`src/rtl/tcfc_defines.vh`:
```
`ifndef TCFC_DEFINES_VH
`define TCFC_DEFINES_VH

// ----------------------------------------
// Register byte offsets
// ----------------------------------------
`define TCFC_OFF_FUNC 8'h00
`define TCFC_OFF_SEQ 8'h04
`define TCFC_OFF_REQ 8'h08
`define TCFC_OFF_CTRL 8'h0C
`define TCFC_OFF_MATCH 8'h10
`define TCFC_OFF_CAPTURE 8'h14
`define TCFC_OFF_STATUS 8'h18
`define TCFC_OFF_MASK 8'h1C
`define TCFC_OFF_DECODED 8'h20
`define TCFC_OFF_TIMEBASE 8'h24
`define TCFC_OFF_CONFIG 8'h28

// ----------------------------------------
// Function codes
// ----------------------------------------
`define TCFC_FN_TIME_ACCUM 4'hF
`define TCFC_FN_QUEUED_MATCH 4'hE
`define TCFC_FN_TABLE_STEPPER 4'hD
`define TCFC_FN_FREQ_MEASURE 4'hC
`define TCFC_FN_SERIAL 4'hB
`define TCFC_FN_TRANS_COUNT 4'hA
`define TCFC_FN_COMMUTATION 4'h9
`define TCFC_FN_HALL_DECODE 4'h8
`define TCFC_FN_MULTI_PWM 4'h7
`define TCFC_FN_FAST_QUAD 4'h6

// ----------------------------------------
// Decoded actions and initial pin levels
// ----------------------------------------
`define TCFC_ACT_NONE 3'h0
`define TCFC_ACT_INIT 3'h1
`define TCFC_ACT_MOVE 3'h2
`define TCFC_ACT_RECV 3'h3
`define TCFC_ACT_XMIT 3'h4
`define TCFC_ACT_FORCE 3'h5
`define TCFC_ACT_TEST 3'h6
`define TCFC_ACT_READTB 3'h7
`define TCFC_INIT_KEEP 2'h0
`define TCFC_INIT_LOW 2'h1
`define TCFC_INIT_HIGH 2'h2

// ----------------------------------------
// Channel control fields and codes
// ----------------------------------------
`define TCFC_CTRL_TBS_KEEP 8
`define TCFC_CTRL_PAF_KEEP 4
`define TCFC_PAF_NONE 2'h0
`define TCFC_PAF_RISE 2'h1
`define TCFC_PAF_FALL 2'h2
`define TCFC_PAF_BOTH 2'h3
`define TCFC_PSF_LATCH 2'h0
`define TCFC_PSF_HIGH 2'h1
`define TCFC_PSF_LOW 2'h2

// ----------------------------------------
// Status bits, bus responses, timing
// ----------------------------------------
`define TCFC_ST_TRANS 0
`define TCFC_ST_MATCH 1
`define TCFC_ST_DONE 2
`define TCFC_ST_IGNORED 3
`define TCFC_TB2_DIV 8'h04
`define TCFC_RESP_OKAY 2'h0
`define TCFC_RESP_SLVERR 2'h2

`endif

```
`src/rtl/tcfc_request_decode.v`:
```
`include "tcfc_defines.vh"
`default_nettype none

module tcfc_request_decode (
	input wire [3:0] funcCode,
	input wire [1:0] seqCode,
	input wire [1:0] reqCode,
	input wire stepMaster,
	output reg accepted,
	output reg [2:0] action,
	output reg [3:0] modeFlags,
	output reg [1:0] initPin
);

always @* begin
	accepted = 1'b0;
	action = `TCFC_ACT_NONE;
	modeFlags = 4'h0;
	initPin = `TCFC_INIT_KEEP;
	if (reqCode != 2'h0) begin
		case (funcCode)
		`TCFC_FN_TIME_ACCUM: begin
			if (reqCode == 2'h3) begin
				accepted = 1'b1;
				action = `TCFC_ACT_INIT;
				modeFlags = {2'h0, seqCode};
			end
		end
		`TCFC_FN_QUEUED_MATCH: begin
			accepted = 1'b1;
			action = `TCFC_ACT_INIT;
			initPin = reqCode - 2'h1;
			modeFlags = {2'h0, (seqCode == 2'h3) ? 2'h2 : seqCode};
		end
		`TCFC_FN_TABLE_STEPPER: begin
			modeFlags = {2'h0, seqCode};
			if (reqCode != 2'h3) begin
				accepted = 1'b1;
				action = `TCFC_ACT_INIT;
				initPin = reqCode;
			end else if (stepMaster) begin
				accepted = 1'b1;
				action = `TCFC_ACT_MOVE;
			end
		end
		`TCFC_FN_FREQ_MEASURE: begin
			if (reqCode == 2'h2) begin
				accepted = 1'b1;
				action = `TCFC_ACT_INIT;
				modeFlags = {2'h0, seqCode};
			end
		end
		`TCFC_FN_SERIAL: begin
			if (reqCode[1]) begin
				accepted = 1'b1;
				action = reqCode[0] ? `TCFC_ACT_XMIT : `TCFC_ACT_RECV;
				modeFlags = {2'h0, seqCode[1] ? {seqCode[0], ~seqCode[0]} :
					2'h0};
			end
		end
		`TCFC_FN_TRANS_COUNT: begin
			if (reqCode != 2'h3) begin
				accepted = 1'b1;
				action = `TCFC_ACT_INIT;
				modeFlags = {1'b0, reqCode[1], seqCode};
			end
		end
		`TCFC_FN_COMMUTATION: begin
			if (reqCode[1]) begin
				accepted = 1'b1;
				action = reqCode[0] ? `TCFC_ACT_TEST : `TCFC_ACT_FORCE;
				modeFlags = {2'h0, seqCode[1] ? {seqCode[0], ~seqCode[0]} :
					2'h0};
			end
		end
		`TCFC_FN_HALL_DECODE: begin
			if (reqCode[1] && (reqCode[0] || seqCode != 2'h3)) begin
				accepted = 1'b1;
				action = `TCFC_ACT_INIT;
				modeFlags = {1'b0, reqCode[0], (seqCode == 2'h3) ? 2'h2 :
					{1'b0, seqCode != 2'h0}};
			end
		end
		`TCFC_FN_MULTI_PWM: begin
			accepted = 1'b1;
			action = `TCFC_ACT_INIT;
			modeFlags = {reqCode - 2'h1, seqCode[1] ? 2'h2 :
				{1'b0, seqCode[0]}};
		end
		`TCFC_FN_FAST_QUAD: begin
			if (reqCode[1]) begin
				accepted = 1'b1;
				action = reqCode[0] ? `TCFC_ACT_INIT : `TCFC_ACT_READTB;
				modeFlags = {2'h0, seqCode};
			end
		end
		default: begin
			accepted = 1'b0;
		end
		endcase
	end
end

endmodule // tcfc_request_decode

`default_nettype wire

```
`src/rtl/tcfc_channel.v`:
```
// Summary of operation
// Time accumulate: init on request 3, sequence picks accumulate kind
// Queued match: requests 1-3 init keep/low/high; sequence shot/loop/cont
// Stepper: request 1 pin low, 2 pin high, 3 move if master
// Stepper sequence: bit1 rotate twice, bit0 split table
// Frequency measure: init on 2; bit1 rising start, bit0 continuous
// Serial: 2 receive, 3 transmit; sequence 2 even, 3 odd parity
// Transition count: 1 time-base init, 2 parameter init; bit0/bit1
// Commutation: 2 force state, 3 state test; sequence picks update mode
// Hall: 2 two-channel, 3 three-channel; sequence picks channel A/B/C
// Multichannel PWM: inverted slave, slave, master; alignment from seq
// Fast quadrature: 2 reads first time base, 3 inits; fast, secondary
// Request code zero never triggers any action
// Time base field sets direction and match, capture counters apart
// Input: pin action picks edge; edge sets transition latch
// Output: pin action picks level driven on match latch
// Pin action codes none/rise/fall/both; top bit set keeps field
// Pin state field forces high or low without touching latches
// Time base 00xx input, 01xx output; top bit set keeps field
// Host sets codes before a request, one request at a time
//
// The register addresses and the AXI4-Lite slave port were left to the implementer.
`include "tcfc_defines.vh"
`default_nettype none

module tcfc_channel (
	input wire clk_sys,
	input wire resetn,
	input wire [7:0] s_axi_awaddr,
	input wire s_axi_awvalid,
	output wire s_axi_awready,
	input wire [31:0] s_axi_wdata,
	input wire [3:0] s_axi_wstrb,
	input wire s_axi_wvalid,
	output wire s_axi_wready,
	output wire [1:0] s_axi_bresp,
	output wire s_axi_bvalid,
	input wire s_axi_bready,
	input wire [7:0] s_axi_araddr,
	input wire s_axi_arvalid,
	output wire s_axi_arready,
	output wire [31:0] s_axi_rdata,
	output wire [1:0] s_axi_rresp,
	output wire s_axi_rvalid,
	input wire s_axi_rready,
	input wire pinIn,
	output wire pinOut,
	output wire pinOe,
	output wire irq
);

// ----------------------------------------
// State
// ----------------------------------------
reg awReady_reg, wReady_reg, awGot_reg, wGot_reg, bValid_reg;
reg arReady_reg, rValid_reg;
reg [7:0] awAddr_reg;
reg [31:0] wData_reg, rData_reg;
reg [3:0] wStrb_reg;
reg [1:0] bResp_reg, rResp_reg;

reg [3:0] funcCode_reg, status_reg, mask_reg;
reg [1:0] sequenceCode_reg, serviceRequestCode_reg;
reg [2:0] timeBaseSelect_reg;
reg [1:0] pinActionField_reg, pinStateForce_reg;
reg [15:0] matchValue_reg, capture_reg;
reg [9:0] decoded_reg;
reg [15:0] firstTimeBase_reg, secondTimeBase_reg;
reg [7:0] div_reg;
reg stepMaster_reg, pinSync1_reg, pinSync2_reg, pinPrev_reg;
reg matchEq_reg, pinLevel_reg, pinOut_reg, pinOe_reg, irq_reg;

// ----------------------------------------
// Combinational signals
// ----------------------------------------
wire decAccepted, doWrite, wrFunc, wrSeq, wrReq, wrCtrl, wrMatch;
wire wrStatus, wrMask, wrConfig, wrHit, isOutput, matchEq, matchEvent;
wire riseSeen, fallSeen, edgeSeen, serveNow;
wire [2:0] decAction;
wire [3:0] decFlags, events, status_next;
wire [1:0] decInitPin;
wire [31:0] wMask, wBits;
wire [8:0] ctrlNow, ctrlNew;
wire [15:0] matchBase, captureBase;
reg pinLevel_next, pinOut_next, readHit;
reg [31:0] readData;

// ----------------------------------------
// Request decoder
// ----------------------------------------
tcfc_request_decode requestDecode (
	.funcCode(funcCode_reg),
	.seqCode(sequenceCode_reg),
	.reqCode(serviceRequestCode_reg),
	.stepMaster(stepMaster_reg),
	.accepted(decAccepted),
	.action(decAction),
	.modeFlags(decFlags),
	.initPin(decInitPin)
);

// ----------------------------------------
// Write decode
// ----------------------------------------
assign wMask = {{8{wStrb_reg[3]}}, {8{wStrb_reg[2]}},
	{8{wStrb_reg[1]}}, {8{wStrb_reg[0]}}};
assign wBits = wData_reg & wMask;
assign doWrite = awGot_reg & wGot_reg & ~bValid_reg;
assign wrFunc = doWrite && (awAddr_reg == `TCFC_OFF_FUNC);
assign wrSeq = doWrite && (awAddr_reg == `TCFC_OFF_SEQ);
assign wrReq = doWrite && (awAddr_reg == `TCFC_OFF_REQ);
assign wrCtrl = doWrite && (awAddr_reg == `TCFC_OFF_CTRL);
assign wrMatch = doWrite && (awAddr_reg == `TCFC_OFF_MATCH);
assign wrStatus = doWrite && (awAddr_reg == `TCFC_OFF_STATUS);
assign wrMask = doWrite && (awAddr_reg == `TCFC_OFF_MASK);
assign wrConfig = doWrite && (awAddr_reg == `TCFC_OFF_CONFIG);
assign wrHit = wrFunc | wrSeq | wrReq | wrCtrl | wrMatch | wrStatus |
	wrMask | wrConfig | (awAddr_reg == `TCFC_OFF_CAPTURE) |
	(awAddr_reg == `TCFC_OFF_DECODED) |
	(awAddr_reg == `TCFC_OFF_TIMEBASE);

// Byte lanes merge first, then the keep bits are honoured
assign ctrlNow = {1'b0, timeBaseSelect_reg, 1'b0, pinActionField_reg,
	pinStateForce_reg};
assign ctrlNew = (ctrlNow & ~wMask[8:0]) | wBits[8:0];

// ----------------------------------------
// Channel events
// ----------------------------------------
assign isOutput = timeBaseSelect_reg[2];
assign matchBase = timeBaseSelect_reg[0] ? secondTimeBase_reg :
	firstTimeBase_reg;
assign captureBase = timeBaseSelect_reg[1] ? secondTimeBase_reg :
	firstTimeBase_reg;
// Slow base holds a value many cycles, so only the first equal cycle counts
assign matchEq = isOutput && (matchBase == matchValue_reg);
assign matchEvent = matchEq & ~matchEq_reg;
assign riseSeen = pinSync2_reg & ~pinPrev_reg;
assign fallSeen = ~pinSync2_reg & pinPrev_reg;
assign edgeSeen = ~isOutput && (
	(riseSeen && pinActionField_reg[0]) ||
	(fallSeen && pinActionField_reg[1]));

// Host keeps one request in flight; a fresh write beats the service
assign serveNow = (serviceRequestCode_reg != 2'h0) && ~wrReq;
assign events = {serveNow & ~decAccepted, serveNow & decAccepted,
	matchEvent, edgeSeen};
// Hardware set wins over a write-one clear in the same cycle
assign status_next = (status_reg & ~({4{wrStatus}} & wBits[3:0])) |
	events;

always @* begin
	pinLevel_next = pinLevel_reg;
	if (matchEvent) begin
		case (pinActionField_reg)
		`TCFC_PAF_RISE: pinLevel_next = 1'b1;
		`TCFC_PAF_FALL: pinLevel_next = 1'b0;
		`TCFC_PAF_BOTH: pinLevel_next = ~pinLevel_reg;
		default: pinLevel_next = pinLevel_reg;
		endcase
	end
	if (serveNow && decAccepted) begin
		if (decInitPin == `TCFC_INIT_LOW) begin
			pinLevel_next = 1'b0;
		end else if (decInitPin == `TCFC_INIT_HIGH) begin
			pinLevel_next = 1'b1;
		end
	end
end

always @* begin
	case (pinStateForce_reg)
	`TCFC_PSF_HIGH: pinOut_next = 1'b1;
	`TCFC_PSF_LOW: pinOut_next = 1'b0;
	default: pinOut_next = pinLevel_next;
	endcase
end

// ----------------------------------------
// Read mux
// ----------------------------------------
always @* begin
	readData = 32'h0;
	readHit = 1'b1;
	case (s_axi_araddr)
	`TCFC_OFF_FUNC: readData[3:0] = funcCode_reg;
	`TCFC_OFF_SEQ: readData[1:0] = sequenceCode_reg;
	`TCFC_OFF_REQ: readData[1:0] = serviceRequestCode_reg;
	`TCFC_OFF_CTRL: readData[8:0] = ctrlNow;
	`TCFC_OFF_MATCH: readData[15:0] = matchValue_reg;
	`TCFC_OFF_CAPTURE: readData[15:0] = capture_reg;
	`TCFC_OFF_STATUS: readData[3:0] = status_reg;
	`TCFC_OFF_MASK: readData[3:0] = mask_reg;
	`TCFC_OFF_DECODED: readData[9:0] = decoded_reg;
	`TCFC_OFF_TIMEBASE: readData = {secondTimeBase_reg, firstTimeBase_reg};
	`TCFC_OFF_CONFIG: readData[0] = stepMaster_reg;
	default: readHit = 1'b0;
	endcase
end

// ----------------------------------------
// Bus slave
// ----------------------------------------
always @(posedge clk_sys or negedge resetn) begin
	if (!resetn) begin
		awReady_reg <= 1'b1;
		wReady_reg <= 1'b1;
		awGot_reg <= 1'b0;
		wGot_reg <= 1'b0;
		awAddr_reg <= 8'h00;
		wData_reg <= 32'h0;
		wStrb_reg <= 4'h0;
		bValid_reg <= 1'b0;
		bResp_reg <= `TCFC_RESP_OKAY;
		arReady_reg <= 1'b1;
		rValid_reg <= 1'b0;
		rData_reg <= 32'h0;
		rResp_reg <= `TCFC_RESP_OKAY;
	end else begin
		if (awReady_reg && s_axi_awvalid) begin
			awAddr_reg <= s_axi_awaddr;
			awGot_reg <= 1'b1;
			awReady_reg <= 1'b0;
		end
		if (wReady_reg && s_axi_wvalid) begin
			wData_reg <= s_axi_wdata;
			wStrb_reg <= s_axi_wstrb;
			wGot_reg <= 1'b1;
			wReady_reg <= 1'b0;
		end
		if (doWrite) begin
			bValid_reg <= 1'b1;
			bResp_reg <= wrHit ? `TCFC_RESP_OKAY : `TCFC_RESP_SLVERR;
		end
		if (bValid_reg && s_axi_bready) begin
			bValid_reg <= 1'b0;
			awGot_reg <= 1'b0;
			wGot_reg <= 1'b0;
			awReady_reg <= 1'b1;
			wReady_reg <= 1'b1;
		end
		if (arReady_reg && s_axi_arvalid) begin
			arReady_reg <= 1'b0;
			rValid_reg <= 1'b1;
			rData_reg <= readData;
			rResp_reg <= readHit ? `TCFC_RESP_OKAY : `TCFC_RESP_SLVERR;
		end
		if (rValid_reg && s_axi_rready) begin
			rValid_reg <= 1'b0;
			arReady_reg <= 1'b1;
		end
	end
end

// ----------------------------------------
// Registers and request service
// ----------------------------------------
always @(posedge clk_sys or negedge resetn) begin
	if (!resetn) begin
		funcCode_reg <= 4'h0;
		sequenceCode_reg <= 2'h0;
		serviceRequestCode_reg <= 2'h0;
		timeBaseSelect_reg <= 3'h0;
		pinActionField_reg <= 2'h0;
		pinStateForce_reg <= 2'h3;
		matchValue_reg <= 16'h0000;
		capture_reg <= 16'h0000;
		status_reg <= 4'h0;
		mask_reg <= 4'h0;
		decoded_reg <= 10'h000;
		stepMaster_reg <= 1'b0;
	end else begin
		if (wrFunc) begin
			funcCode_reg <= (funcCode_reg & ~wMask[3:0]) | wBits[3:0];
		end
		if (wrSeq) begin
			sequenceCode_reg <= (sequenceCode_reg & ~wMask[1:0]) | wBits[1:0];
		end
		if (wrReq) begin
			serviceRequestCode_reg <= (serviceRequestCode_reg & ~wMask[1:0]) |
				wBits[1:0];
		end else if (serveNow) begin
			serviceRequestCode_reg <= 2'h0;
		end
		if (wrCtrl) begin
			if (!ctrlNew[`TCFC_CTRL_TBS_KEEP]) begin
				timeBaseSelect_reg <= ctrlNew[7:5];
			end
			if (!ctrlNew[`TCFC_CTRL_PAF_KEEP]) begin
				pinActionField_reg <= ctrlNew[3:2];
			end
			pinStateForce_reg <= ctrlNew[1:0];
		end
		if (wrMatch) begin
			matchValue_reg <= (matchValue_reg & ~wMask[15:0]) | wBits[15:0];
		end
		if (wrMask) begin
			mask_reg <= (mask_reg & ~wMask[3:0]) | wBits[3:0];
		end
		if (wrConfig) begin
			stepMaster_reg <= (stepMaster_reg & ~wMask[0]) | wBits[0];
		end
		status_reg <= status_next;
		if (serveNow) begin
			decoded_reg <= {decInitPin, decFlags, decAction, decAccepted};
		end
		if (serveNow && decAccepted && decAction == `TCFC_ACT_READTB) begin
			capture_reg <= firstTimeBase_reg;
		end else if (edgeSeen) begin
			capture_reg <= captureBase;
		end
	end
end

// ----------------------------------------
// Time bases, pin path, interrupt
// ----------------------------------------
always @(posedge clk_sys or negedge resetn) begin
	if (!resetn) begin
		firstTimeBase_reg <= 16'h0000;
		secondTimeBase_reg <= 16'h0000;
		div_reg <= 8'h00;
		pinSync1_reg <= 1'b0;
		pinSync2_reg <= 1'b0;
		pinPrev_reg <= 1'b0;
		matchEq_reg <= 1'b0;
		pinLevel_reg <= 1'b0;
		pinOut_reg <= 1'b0;
		pinOe_reg <= 1'b0;
		irq_reg <= 1'b0;
	end else begin
		firstTimeBase_reg <= firstTimeBase_reg + 16'h0001;
		if (div_reg == `TCFC_TB2_DIV - 8'h01) begin
			div_reg <= 8'h00;
			secondTimeBase_reg <= secondTimeBase_reg + 16'h0001;
		end else begin
			div_reg <= div_reg + 8'h01;
		end
		pinSync1_reg <= pinIn;
		pinSync2_reg <= pinSync1_reg;
		pinPrev_reg <= pinSync2_reg;
		matchEq_reg <= matchEq;
		pinLevel_reg <= pinLevel_next;
		pinOut_reg <= pinOut_next;
		pinOe_reg <= isOutput;
		irq_reg <= |(status_next & mask_reg);
	end
end

assign s_axi_awready = awReady_reg;
assign s_axi_wready = wReady_reg;
assign s_axi_bresp = bResp_reg;
assign s_axi_bvalid = bValid_reg;
assign s_axi_arready = arReady_reg;
assign s_axi_rdata = rData_reg;
assign s_axi_rresp = rResp_reg;
assign s_axi_rvalid = rValid_reg;
assign pinOut = pinOut_reg;
assign pinOe = pinOe_reg;
assign irq = irq_reg;

endmodule // tcfc_channel

`default_nettype wire

```
`config.mk`:
```
export PLATFORM = sky130hd
export DESIGN_NAME = tcfc_channel
export DESIGN_NICKNAME = d
export VERILOG_FILES = /design/src/rtl/tcfc_request_decode.v /design/src/rtl/tcfc_channel.v
export VERILOG_INCLUDE_DIRS = /design/src /design/src/rtl
export SDC_FILE = /design/constraint.sdc
export NUM_CORES = 1
export LEC_CHECK = 0
export ABC_AREA = 1
export ABC_CLOCK_PERIOD_IN_PS = 3200
export BUFFER_PORTS_ARGS = -buffer_cell sky130_fd_sc_hd__buf_2
export CORE_MARGIN = 5
export CORE_UTILIZATION = 63
export CTS_CLUSTER_SIZE = 28
export DETAILED_ROUTE_END_ITERATION = 16
export PLACE_DENSITY = 0.86
export SLEW_MARGIN = 5
export SYNTH_ARGS = -nofsm -noshare
export SYNTH_HDL_FRONTEND = slang
export SYNTH_SLANG_ARGS = --single-unit
```
`constraint.sdc`:
```
create_clock -name clk_sys -period 3.2 [get_ports clk_sys]
set_clock_uncertainty 0.1 [all_clocks]
set_input_delay 0.64 -clock clk_sys [delete_from_list [all_inputs] [get_ports clk_sys]]
set_output_delay 0.64 -clock clk_sys [all_outputs]
set_load 0.02 [all_outputs]
```
==> reports/metrics.csv, run 1 <==
stage,metric,value,unit
run_status,outcome,"complete, no violations",
timing,post-route-period-util,85.2,%
route,m1WireLength,9760,um
cells_and_area,syn2layout_area_growth,13.2,%
critical_path,critPathKind,flip-flop to flip-flop,
run,maxCapViolCount,0,
yosys,synthCells,1178,
power_and_ir_drop,power_density,606,nW/um^2
die,initial_utilization,63.7,%
yosys,synth_top_flop_cell,dfrtp_1,
power_and_ir_drop,p_leak,5.25,nW
place,place.gp.congestion,0.947,
route,drcViolationCount,0,
clock_tree,insertion_delay,0.43,ns
clock_tree,cts-resized-gates,0,
clock_tree,cts_tree,done,
cells_and_area,seq_area,4540,sq um
route,wl_per_cell,16.2,um
die,dieArea,17000,sq um
clock_tree,cts_hold_buffers,0,
yosys,seq_area_frac_synth,49.5,%
yosys,syn_area_per_cell,7.77,sq um
timing,drv_slew,0,
timing,fin_crit,2.73,ns
critical_path,cp_max_fo,17,
global_routing,grt_antenna_before_repair,0,
yosys,ys_async_sr_fraction,100,%
route,num_vias,8269,
route,highest_layer,met4,
timing,tightest_slew,1.11,ns
clock_tree,path_clk_slew,0.07,ns
place,hpwl,16600,um
timing,setup_tns,0,ns
route,wl,23500,um
timing,max_freq,367,MHz
critical_path,start_kind,flip-flop,
critical_path,critPathArrivalTime,3.00,ns
cells_and_area,fillers,1092,
cells_and_area,final_cells,1452,
clock_tree,cts_max_level,4,
worst_hold_path,hp-class,input pin to async pin,
clock_tree,cts_buffers,17,
critical_path,end_kind,flip-flop,
cells_and_area,drive_gt1_share,11.9,%
timing,finalHoldViolCount,0,
die,ioPinCount,104,
clock_tree,cts.sinks,181,
global_routing,grt_max_degree,65,
place,io_buffer_count,83,
route,viasPerCell,5.69,
route,drt_iter0_markers,779,
timing,setup_viol,0,
yosys,ys_seq_elements,181,
timing,slew_headroom,26.1,%
die,rows,44,
clock_tree,clockRootBuffer,clkbuf_16,
clock_tree,post-cts-setup-buffers,0,
yosys,syn_area,9150,sq um
cells_and_area,nets,1327,
die,die_w,131,um
critical_path,crit_required,3.47,ns
yosys,synth_cell_types,43,
cells_and_area,diodes,0,
global_routing,grt.total_usage,28.9,%
place,dp_cells,1420,
power_and_ir_drop,peakVddDrop,431,uV
global_routing,gr-total-overflow,0,
global_routing,grt_pass1_vias,7933,
cells_and_area,multi_input_area,3910,sq um
yosys,yosysWarnings,0,
die,fp.dieH,131,um
route,routed-wl-met2,10800,um
route,postRouteAntennaNets,0,
global_routing,grt_pass1_wl,38700,um
yosys,synth_edf_count,0,
die,coreArea,14400,sq um
timing,rsz0062_at_grt,false,
route,wl_met3,2260,um
clock_tree,clockBufferDepth,2,
route,drt_first_pass_iters,6,
==> cell families after synthesis <==
| logic type | Yosys count | synth area share [%] |
|---|---|---|
| compound gates | 184 | 11.4 |
| simple gates | 587 | 26.7 |
| xor+xnor | 31 | 2.97 |
| fa+ha+maj | 12 | 1.64 |
| other cells | 1 | 0.0410 |
| flops | 181 | 49.5 |
| buf+inv | 182 | 7.76 |
==> final cells by class <==
cell class	count	area share, %
Clock inverter	14	1.71
Tap cell	184	2.22
Multi-Input combinational cell	816	37.8
Clock buffer	18	4.24
Inverter	147	5.32
Sequential cell	181	43.8
Timing Repair Buffer	92	4.96
==> layout by cell type (no fill, tap or decap), drive strengths merged, types with 5 or more instances in the layout <==
cell type and instances:
o21ai 111, nand4 14, xor2 31, clkbuf 18, o31ai 15, a21oi 19
nand3 54, ha 12, nand2 410, buf 92, nor3 25, nor2 70
a221oi 7, inv 148, clkinv 7, dfrtp 176, o22ai 21, dfstp 5
nor4 6
==> critical path, cell delays in order, from the launching register on <==
cell	delay, ns
dfrtp_1	0.47
inv_1	0.17
ha_1	0.28
nand2_1	0.08
o21ai_0	0.07
nand2_1	0.14
nand4_2	0.26
nand3_4	0.33
nand2_4	0.23
inv_2	0.34
nand2_1	0.10
nand2_1	0.09
==> metal layers <==
metal  up-vias  GRT usage (%)
li1       3936              -
met1      3856           39.0
met2       410           45.8
met3        67           5.85
met4         0           12.2
met5         -              0
==> path summary, 6_finish.rpt <==
| kind | end | start | slack (ns) | depth (start not counted) |
|---|---|---|---|---|
| worst max-delay path | capture_reg[5]$_DFFE_PN0P_ | serviceRequestCode_reg[0]$_DFFE_PN0P_ | 0.47 | 11 |
| worst min-delay path | div_reg[7]$_DFF_PN0_ | resetn | 0.06 | 1 |
| worst max register to register | capture_reg[5]$_DFFE_PN0P_ | serviceRequestCode_reg[0]$_DFFE_PN0P_ | 0.47 | 11 |
| worst min register to register | pinSync2_reg$_DFF_PN0_ | pinSync1_reg$_DFF_PN0_ | 0.27 | 0 |
| max in group asynchronous | s_axi_wready$_DFFE_PN1P_ | resetn | 2.18 | 2 |
| min in group clk_sys | pinSync1_reg$_DFF_PN0_ | pinIn | 0.21 | 1 |
==> synth_stat cells, drive strengths merged (6+ instances only) <==
| cell | n | area [sq um] |
|---|---|---|
| a21oi | 19 | 95.1 |
| a221oi | 7 | 61.3 |
| buf | 8 | 57.6 |
| clkbuf | 27 | 101 |
| dfrtp | 176 | 4400 |
| ha | 12 | 150 |
| inv | 146 | 548 |
| nand2 | 410 | 1550 |
| nand3 | 54 | 288 |
| nand4 | 14 | 93.8 |
| nor2 | 70 | 288 |
| nor3 | 25 | 130 |
| nor4 | 6 | 37.5 |
| o21ai | 111 | 556 |
| o22ai | 21 | 131 |
| o31ai | 15 | 113 |
| xor2 | 31 | 272 |
==> where the power goes <==
group / leakage [nW] / total, mW / switching (mW) / internal, mW
combinational: 2.56 / 1.18 / 0.828 / 0.354
sequential: 2.39 / 2.94 / 0.293 / 2.64
clock: 0.294 / 2.16 / 0.900 / 1.26
==> per-stage QoR <==
stage	cell area (sq um)	hold WS (ns)	power, mW	worst slack (ns)	util, %
finish	10400	0.0644	6.28	0.472	72.1
global route	10400	0.104	6.59	0.279	72.1
CTS	10400	0.0854	6.28	0.530	72.1
detailed placement	9750	0.236	4.12	0.563	67.8
global placement	9750	0.234	4.06	0.552	67.8
floorplan	9160	0.231	3.68	1.12	-
(Power assumes the default switching activity.)
==> inputs of run 2 (changes only) <==
--- a/config.mk
+++ b/config.mk
@@ -9,11 +9,12 @@
 export ABC_AREA = 1
 export ABC_CLOCK_PERIOD_IN_PS = 3200
 export BUFFER_PORTS_ARGS = -buffer_cell sky130_fd_sc_hd__buf_2
-export CORE_MARGIN = 5
+export CORE_MARGIN = 2
 export CORE_UTILIZATION = 63
 export CTS_CLUSTER_SIZE = 28
 export DETAILED_ROUTE_END_ITERATION = 16
 export PLACE_DENSITY = 0.86
+export REMOVE_ABC_BUFFERS = 1
 export SLEW_MARGIN = 5
 export SYNTH_ARGS = -nofsm -noshare
 export SYNTH_HDL_FRONTEND = slang
==> reports/metrics.csv, run 2 (synthesis results as in run 1) <==
stage,metric,value,unit
critical_path,critPathArrivalTime,3.00,ns
clock_tree,cts-resized-gates,0,
global_routing,gr-total-overflow,0,
clock_tree,cts_hold_buffers,0,
critical_path,end_kind,flip-flop,
cells_and_area,nets,1329,
cells_and_area,final_cell_mix,"nand2_1 (407), dfrtp_1 (176), inv_1 (140)",
critical_path,start_kind,flip-flop,
global_routing,grt_pass1_vias,7939,
cells_and_area,drive_gt1_share,12.0,%
route,wl,24100,um
global_routing,grt.total_usage,31.5,%
run,maxCapViolCount,0,
critical_path,crit_required,3.48,ns
global_routing,grt_max_degree,67,
clock_tree,clockRootBuffer,clkbuf_16,
route,drt_first_pass_iters,6,
timing,fin_crit,2.72,ns
place,place.gp.congestion,0.995,
cells_and_area,final_cell_area,10400,sq um
timing,whs,0.0626,ns
clock_tree,path_clk_slew,0.07,ns
timing,post-route-period-util,85.1,%
die,die_w,125,um
power_and_ir_drop,p_leak,5.27,nW
clock_tree,cts_buffers,17,
die,ioPinCount,104,
critical_path,critPathKind,flip-flop to flip-flop,
route,postRouteAntennaNets,0,
global_routing,grt_pass1_wl,39100,um
timing,setup_tns,0,ns
place,hpwl,17000,um
die,initial_utilization,63.7,%
critical_path,cp_max_fo,17,
timing,max_freq,367,MHz
route,drt_iter0_markers,817,
place,dpl_cell_area,9760,sq um
power_and_ir_drop,peakVddDrop,490,uV
cells_and_area,mostFrequentLayoutCell,nand2_1,
worst_hold_path,hp-class,input pin to async pin,
route,wl_per_cell,16.6,um
timing,rsz0062_at_grt,false,
timing,tightest_slew,1.09,ns
die,rows,44,
timing,finalHoldViolCount,0,
die,dieArea,15500,sq um
run_status,outcome,"complete, no violations",
route,num_vias,8355,
clock_tree,cts.sinks,181,
die,fp.dieH,125,um
place,io_buffer_count,83,
die,coreArea,14400,sq um
route,viasPerCell,5.75,
power_and_ir_drop,power_density,615,nW/um^2
clock_tree,clockBufferDepth,2,
cells_and_area,diodes,0,
clock_tree,cts_max_level,4,
route,drcViolationCount,0,
clock_tree,post-cts-setup-buffers,0,
timing,drv_slew,0,
cells_and_area,syn2layout_area_growth,13.6,%
timing,slew_headroom,27.2,%
global_routing,grt_antenna_before_repair,0,
clock_tree,cts_tree,done,
timing,setup_viol,0,
clock_tree,insertion_delay,0.44,ns
## run 2: cell count changes in the layout (fill, tap and decap cells not counted), sizes merged
cell,before,now
inv,148,153
clkinv,7,3
buf,92,94
bufinv,3,4
clkbuf,18,17
clkinvlp,3,2
## run 2: worst paths after layout
check                           slack (ns)                                   from                         end  cells past startpoint
worst max-delay path                  0.48  serviceRequestCode_reg[0]$_DFFE_PN0P_  capture_reg[1]$_DFFE_PN0P_                     11
worst min-delay path                  0.06                                 resetn  decoded_reg[8]$_DFFE_PN0P_                      1
worst max register to register        0.48  serviceRequestCode_reg[0]$_DFFE_PN0P_  capture_reg[1]$_DFFE_PN0P_                     11
worst min register to register        0.26                 pinSync1_reg$_DFF_PN0_      pinSync2_reg$_DFF_PN0_                      0
max in group asynchronous             2.15                                 resetn    s_axi_wready$_DFFE_PN1P_                      2
min in group clk_sys                  0.21                                  pinIn      pinSync1_reg$_DFF_PN0_                      1
## run 2: metrics by stage
step | utilization (%) | std cells | worst slack, ns | power, mW
after floorplan | - | 1144 | 0.566 | 3.65
after global placement | 67.9 | 1422 | 0.636 | 4.06
after detailed placement | 67.9 | 1422 | 0.592 | 4.11
after CTS | 72.4 | 1454 | 0.571 | 6.38
after global routing | 72.4 | 1454 | 0.307 | 6.70
final | 72.4 | 1454 | 0.478 | 6.39
## run 2: layout make-up
type	instances	area, sq um
clock buffers	17	425
clock inverters	15	213
fillers	1066	3970
inverters	147	552
multi-input cells	816	3910
flip-flops and latches	181	4540
well taps	184	230
repair buffers	94	529
## run 2: critical path, cell delays in order, from the launching register on
cell     delay [ns]
dfrtp_1        0.49
inv_1          0.17
ha_1           0.28
nand2_1        0.07
o21ai_0        0.07
nand2_1        0.14
nand4_2        0.24
nand3_4        0.32
nand2_4        0.21
inv_2          0.33
nand2_1        0.12
nand2_1        0.09
## run 2: routing by layer
metal	global-route usage [%]	routed length, um	vias to the layer above
met1	41.9	10000	3923
met3	7.99	2220	74
met2	49.7	11100	410
li1	-	-	3948
met4	13.4	745	0
met5	0	0	-
## run 2: power breakdown
group	total, mW	internal (mW)	switching, mW	leakage (nW)
logic	1.18	0.358	0.822	2.57
clock network	2.28	1.33	0.957	0.308
registers	2.93	2.64	0.287	2.39
total	6.39	4.33	2.07	5.27
==> inputs of run 3 (changes only) <==
--- a/config.mk
+++ b/config.mk
@@ -13,6 +13,7 @@
 export CORE_UTILIZATION = 63
 export CTS_CLUSTER_SIZE = 28
 export DETAILED_ROUTE_END_ITERATION = 16
+export MAX_ROUTING_LAYER = met4
 export PLACE_DENSITY = 0.86
 export REMOVE_ABC_BUFFERS = 1
 export SLEW_MARGIN = 5
==> reports/metrics.csv, run 3 (synthesis results as in run 1) <==
stage,metric,value,unit
run_status,outcome,"complete, no violations",
place,pre_cts_slack,0.613,ns
power_and_ir_drop,peakVddDrop,672,uV
clock_tree,cts.sinks,181,
global_routing,grt_antenna_before_repair,0,
die,ioPinCount,104,
die,dieArea,15500,sq um
clock_tree,cts_max_level,4,
critical_path,cp_top_family,simple AND/OR/NAND/NOR gates,
critical_path,end_kind,flip-flop,
global_routing,grt_pass1_vias,7799,
route,wl,23800,um
cells_and_area,diodes,0,
global_routing,grt_max_degree,67,
timing,slew_headroom,30.9,%
timing,post-route-period-util,84.7,%
power_and_ir_drop,p_leak,5.26,nW
critical_path,critPathMaxStageDelay,0.53,ns
power_and_ir_drop,power_density,608,nW/um^2
cells_and_area,nets,1329,
critical_path,critPathArrivalTime,2.93,ns
place,place.gp.congestion,0.995,
clock_tree,path_clk_slew,0.07,ns
cells_and_area,drive_gt1_share,11.9,%
clock_tree,clockBufferDepth,2,
clock_tree,clockRootBuffer,clkbuf_16,
global_routing,grt.total_usage,32.6,%
route,postRouteAntennaNets,0,
run,maxCapViolCount,0,
route,drt_first_pass_iters,5,
worst_hold_path,hp-class,input pin to async pin,
timing,setup_viol,0,
cells_and_area,final_cell_mix,"nand2_1 (407), dfrtp_1 (176), inv_1 (140)",
timing,rsz0062_at_grt,false,
critical_path,path_cells,nand4_1 -> nor2_1 -> o21ai_0 -> nand3_1 -> nand2_1 -> nor2_4 -> nand3_4 -> nand2_4 -> inv_2 -> nand2_1 -> nand2_1,
die,rows,44,
critical_path,cp_common_cell,nand2_1,
place,io_buffer_count,83,
clock_tree,cts_hold_buffers,0,
route,wl_per_cell,16.4,um
power_and_ir_drop,total_power,6.30,mW
global_routing,grt_pass1_wl,39100,um
cells_and_area,syn2layout_area_growth,13.3,%
timing,tightest_slew,1.04,ns
die,die_w,125,um
cells_and_area,final_util,72.2,%
die,fp.dieH,125,um
die,initial_utilization,63.7,%
route,drt_iter0_markers,738,
timing,setup_ws,0.489,ns
clock_tree,cts_tree,done,
critical_path,cp_max_fo,17,
global_routing,gr-total-overflow,0,
timing,max_freq,369,MHz
route,drcViolationCount,0,
route,num_vias,8139,
clock_tree,cts-resized-gates,0,
place,hpwl,16900,um
clock_tree,insertion_delay,0.43,ns
timing,fin_crit,2.71,ns
clock_tree,post-cts-setup-buffers,0,
timing,setup_tns,0,ns
cells_and_area,fillers,1114,
critical_path,start_kind,flip-flop,
cells_and_area,mostFrequentLayoutCell,nand2_1,
critical_path,critPathKind,flip-flop to flip-flop,
timing,finalHoldViolCount,0,
critical_path,cp_slowest_cell,dfrtp_1,
clock_tree,cts_buffers,17,
critical_path,cp_num_buf_inv,1,
timing,drv_slew,0,
route,viasPerCell,5.60,
die,coreArea,14400,sq um
critical_path,crit_required,3.42,ns
-- run 3: final cells by class --
type / count / area [sq um] / area share [%]
tap: 184 / 230 / 2.22
clock buffer: 20 / 467 / 4.50
multi-input combinational: 816 / 3910 / 37.7
timing repair buffer: 94 / 529 / 5.10
clock inverter: 11 / 149 / 1.44
inverter: 147 / 552 / 5.32
sequential: 181 / 4540 / 43.7
-- run 3: worst paths after layout --
check / startpoint / end / slack (ns) / cells after the start
hold reg to reg: pinSync1_reg$_DFF_PN0_ / pinSync2_reg$_DFF_PN0_ / 0.25 / 0
min in group clk_sys: pinIn / pinSync1_reg$_DFF_PN0_ / 0.22 / 1
max in group asynchronous: resetn / s_axi_wready$_DFFE_PN1P_ / 2.11 / 2
hold / removal: resetn / s_axi_rresp[1]$_DFFE_PN0P_ / 0.09 / 1
setup reg to reg: flip-flop / capture_reg[9]$_DFFE_PN0P_ / 0.49 / 11
setup / recovery: flip-flop / capture_reg[9]$_DFFE_PN0P_ / 0.49 / 11
-- run 3: routing by layer --
layer  GRT usage (%)  up-vias  wire, um
met3            7.13       47      2140
met5               -        -         0
met2            50.4      381     11000
met1            43.5     3772     10100
li1                -     3939         -
met4            10.6        0       583
-- run 3: metrics by stage --
stage | instances | hold slack, ns | instance area (sq um)
2_1_floorplan | 1144 | 0.231 | 9000
3_3_place_gp | 1422 | 0.232 | 9760
3_5_place_dp | 1422 | 0.236 | 9760
4_1_cts | 1453 | 0.113 | 10400
5_1_grt | 1453 | 0.133 | 10400
6_report | 1453 | 0.0880 | 10400
-- run 3: report_power, final --
part	internal (mW)	switching (mW)	total, mW
clock	1.29	0.889	2.18
sequential	2.64	0.295	2.94
combinational	0.357	0.830	1.19
total	4.29	2.01	6.30
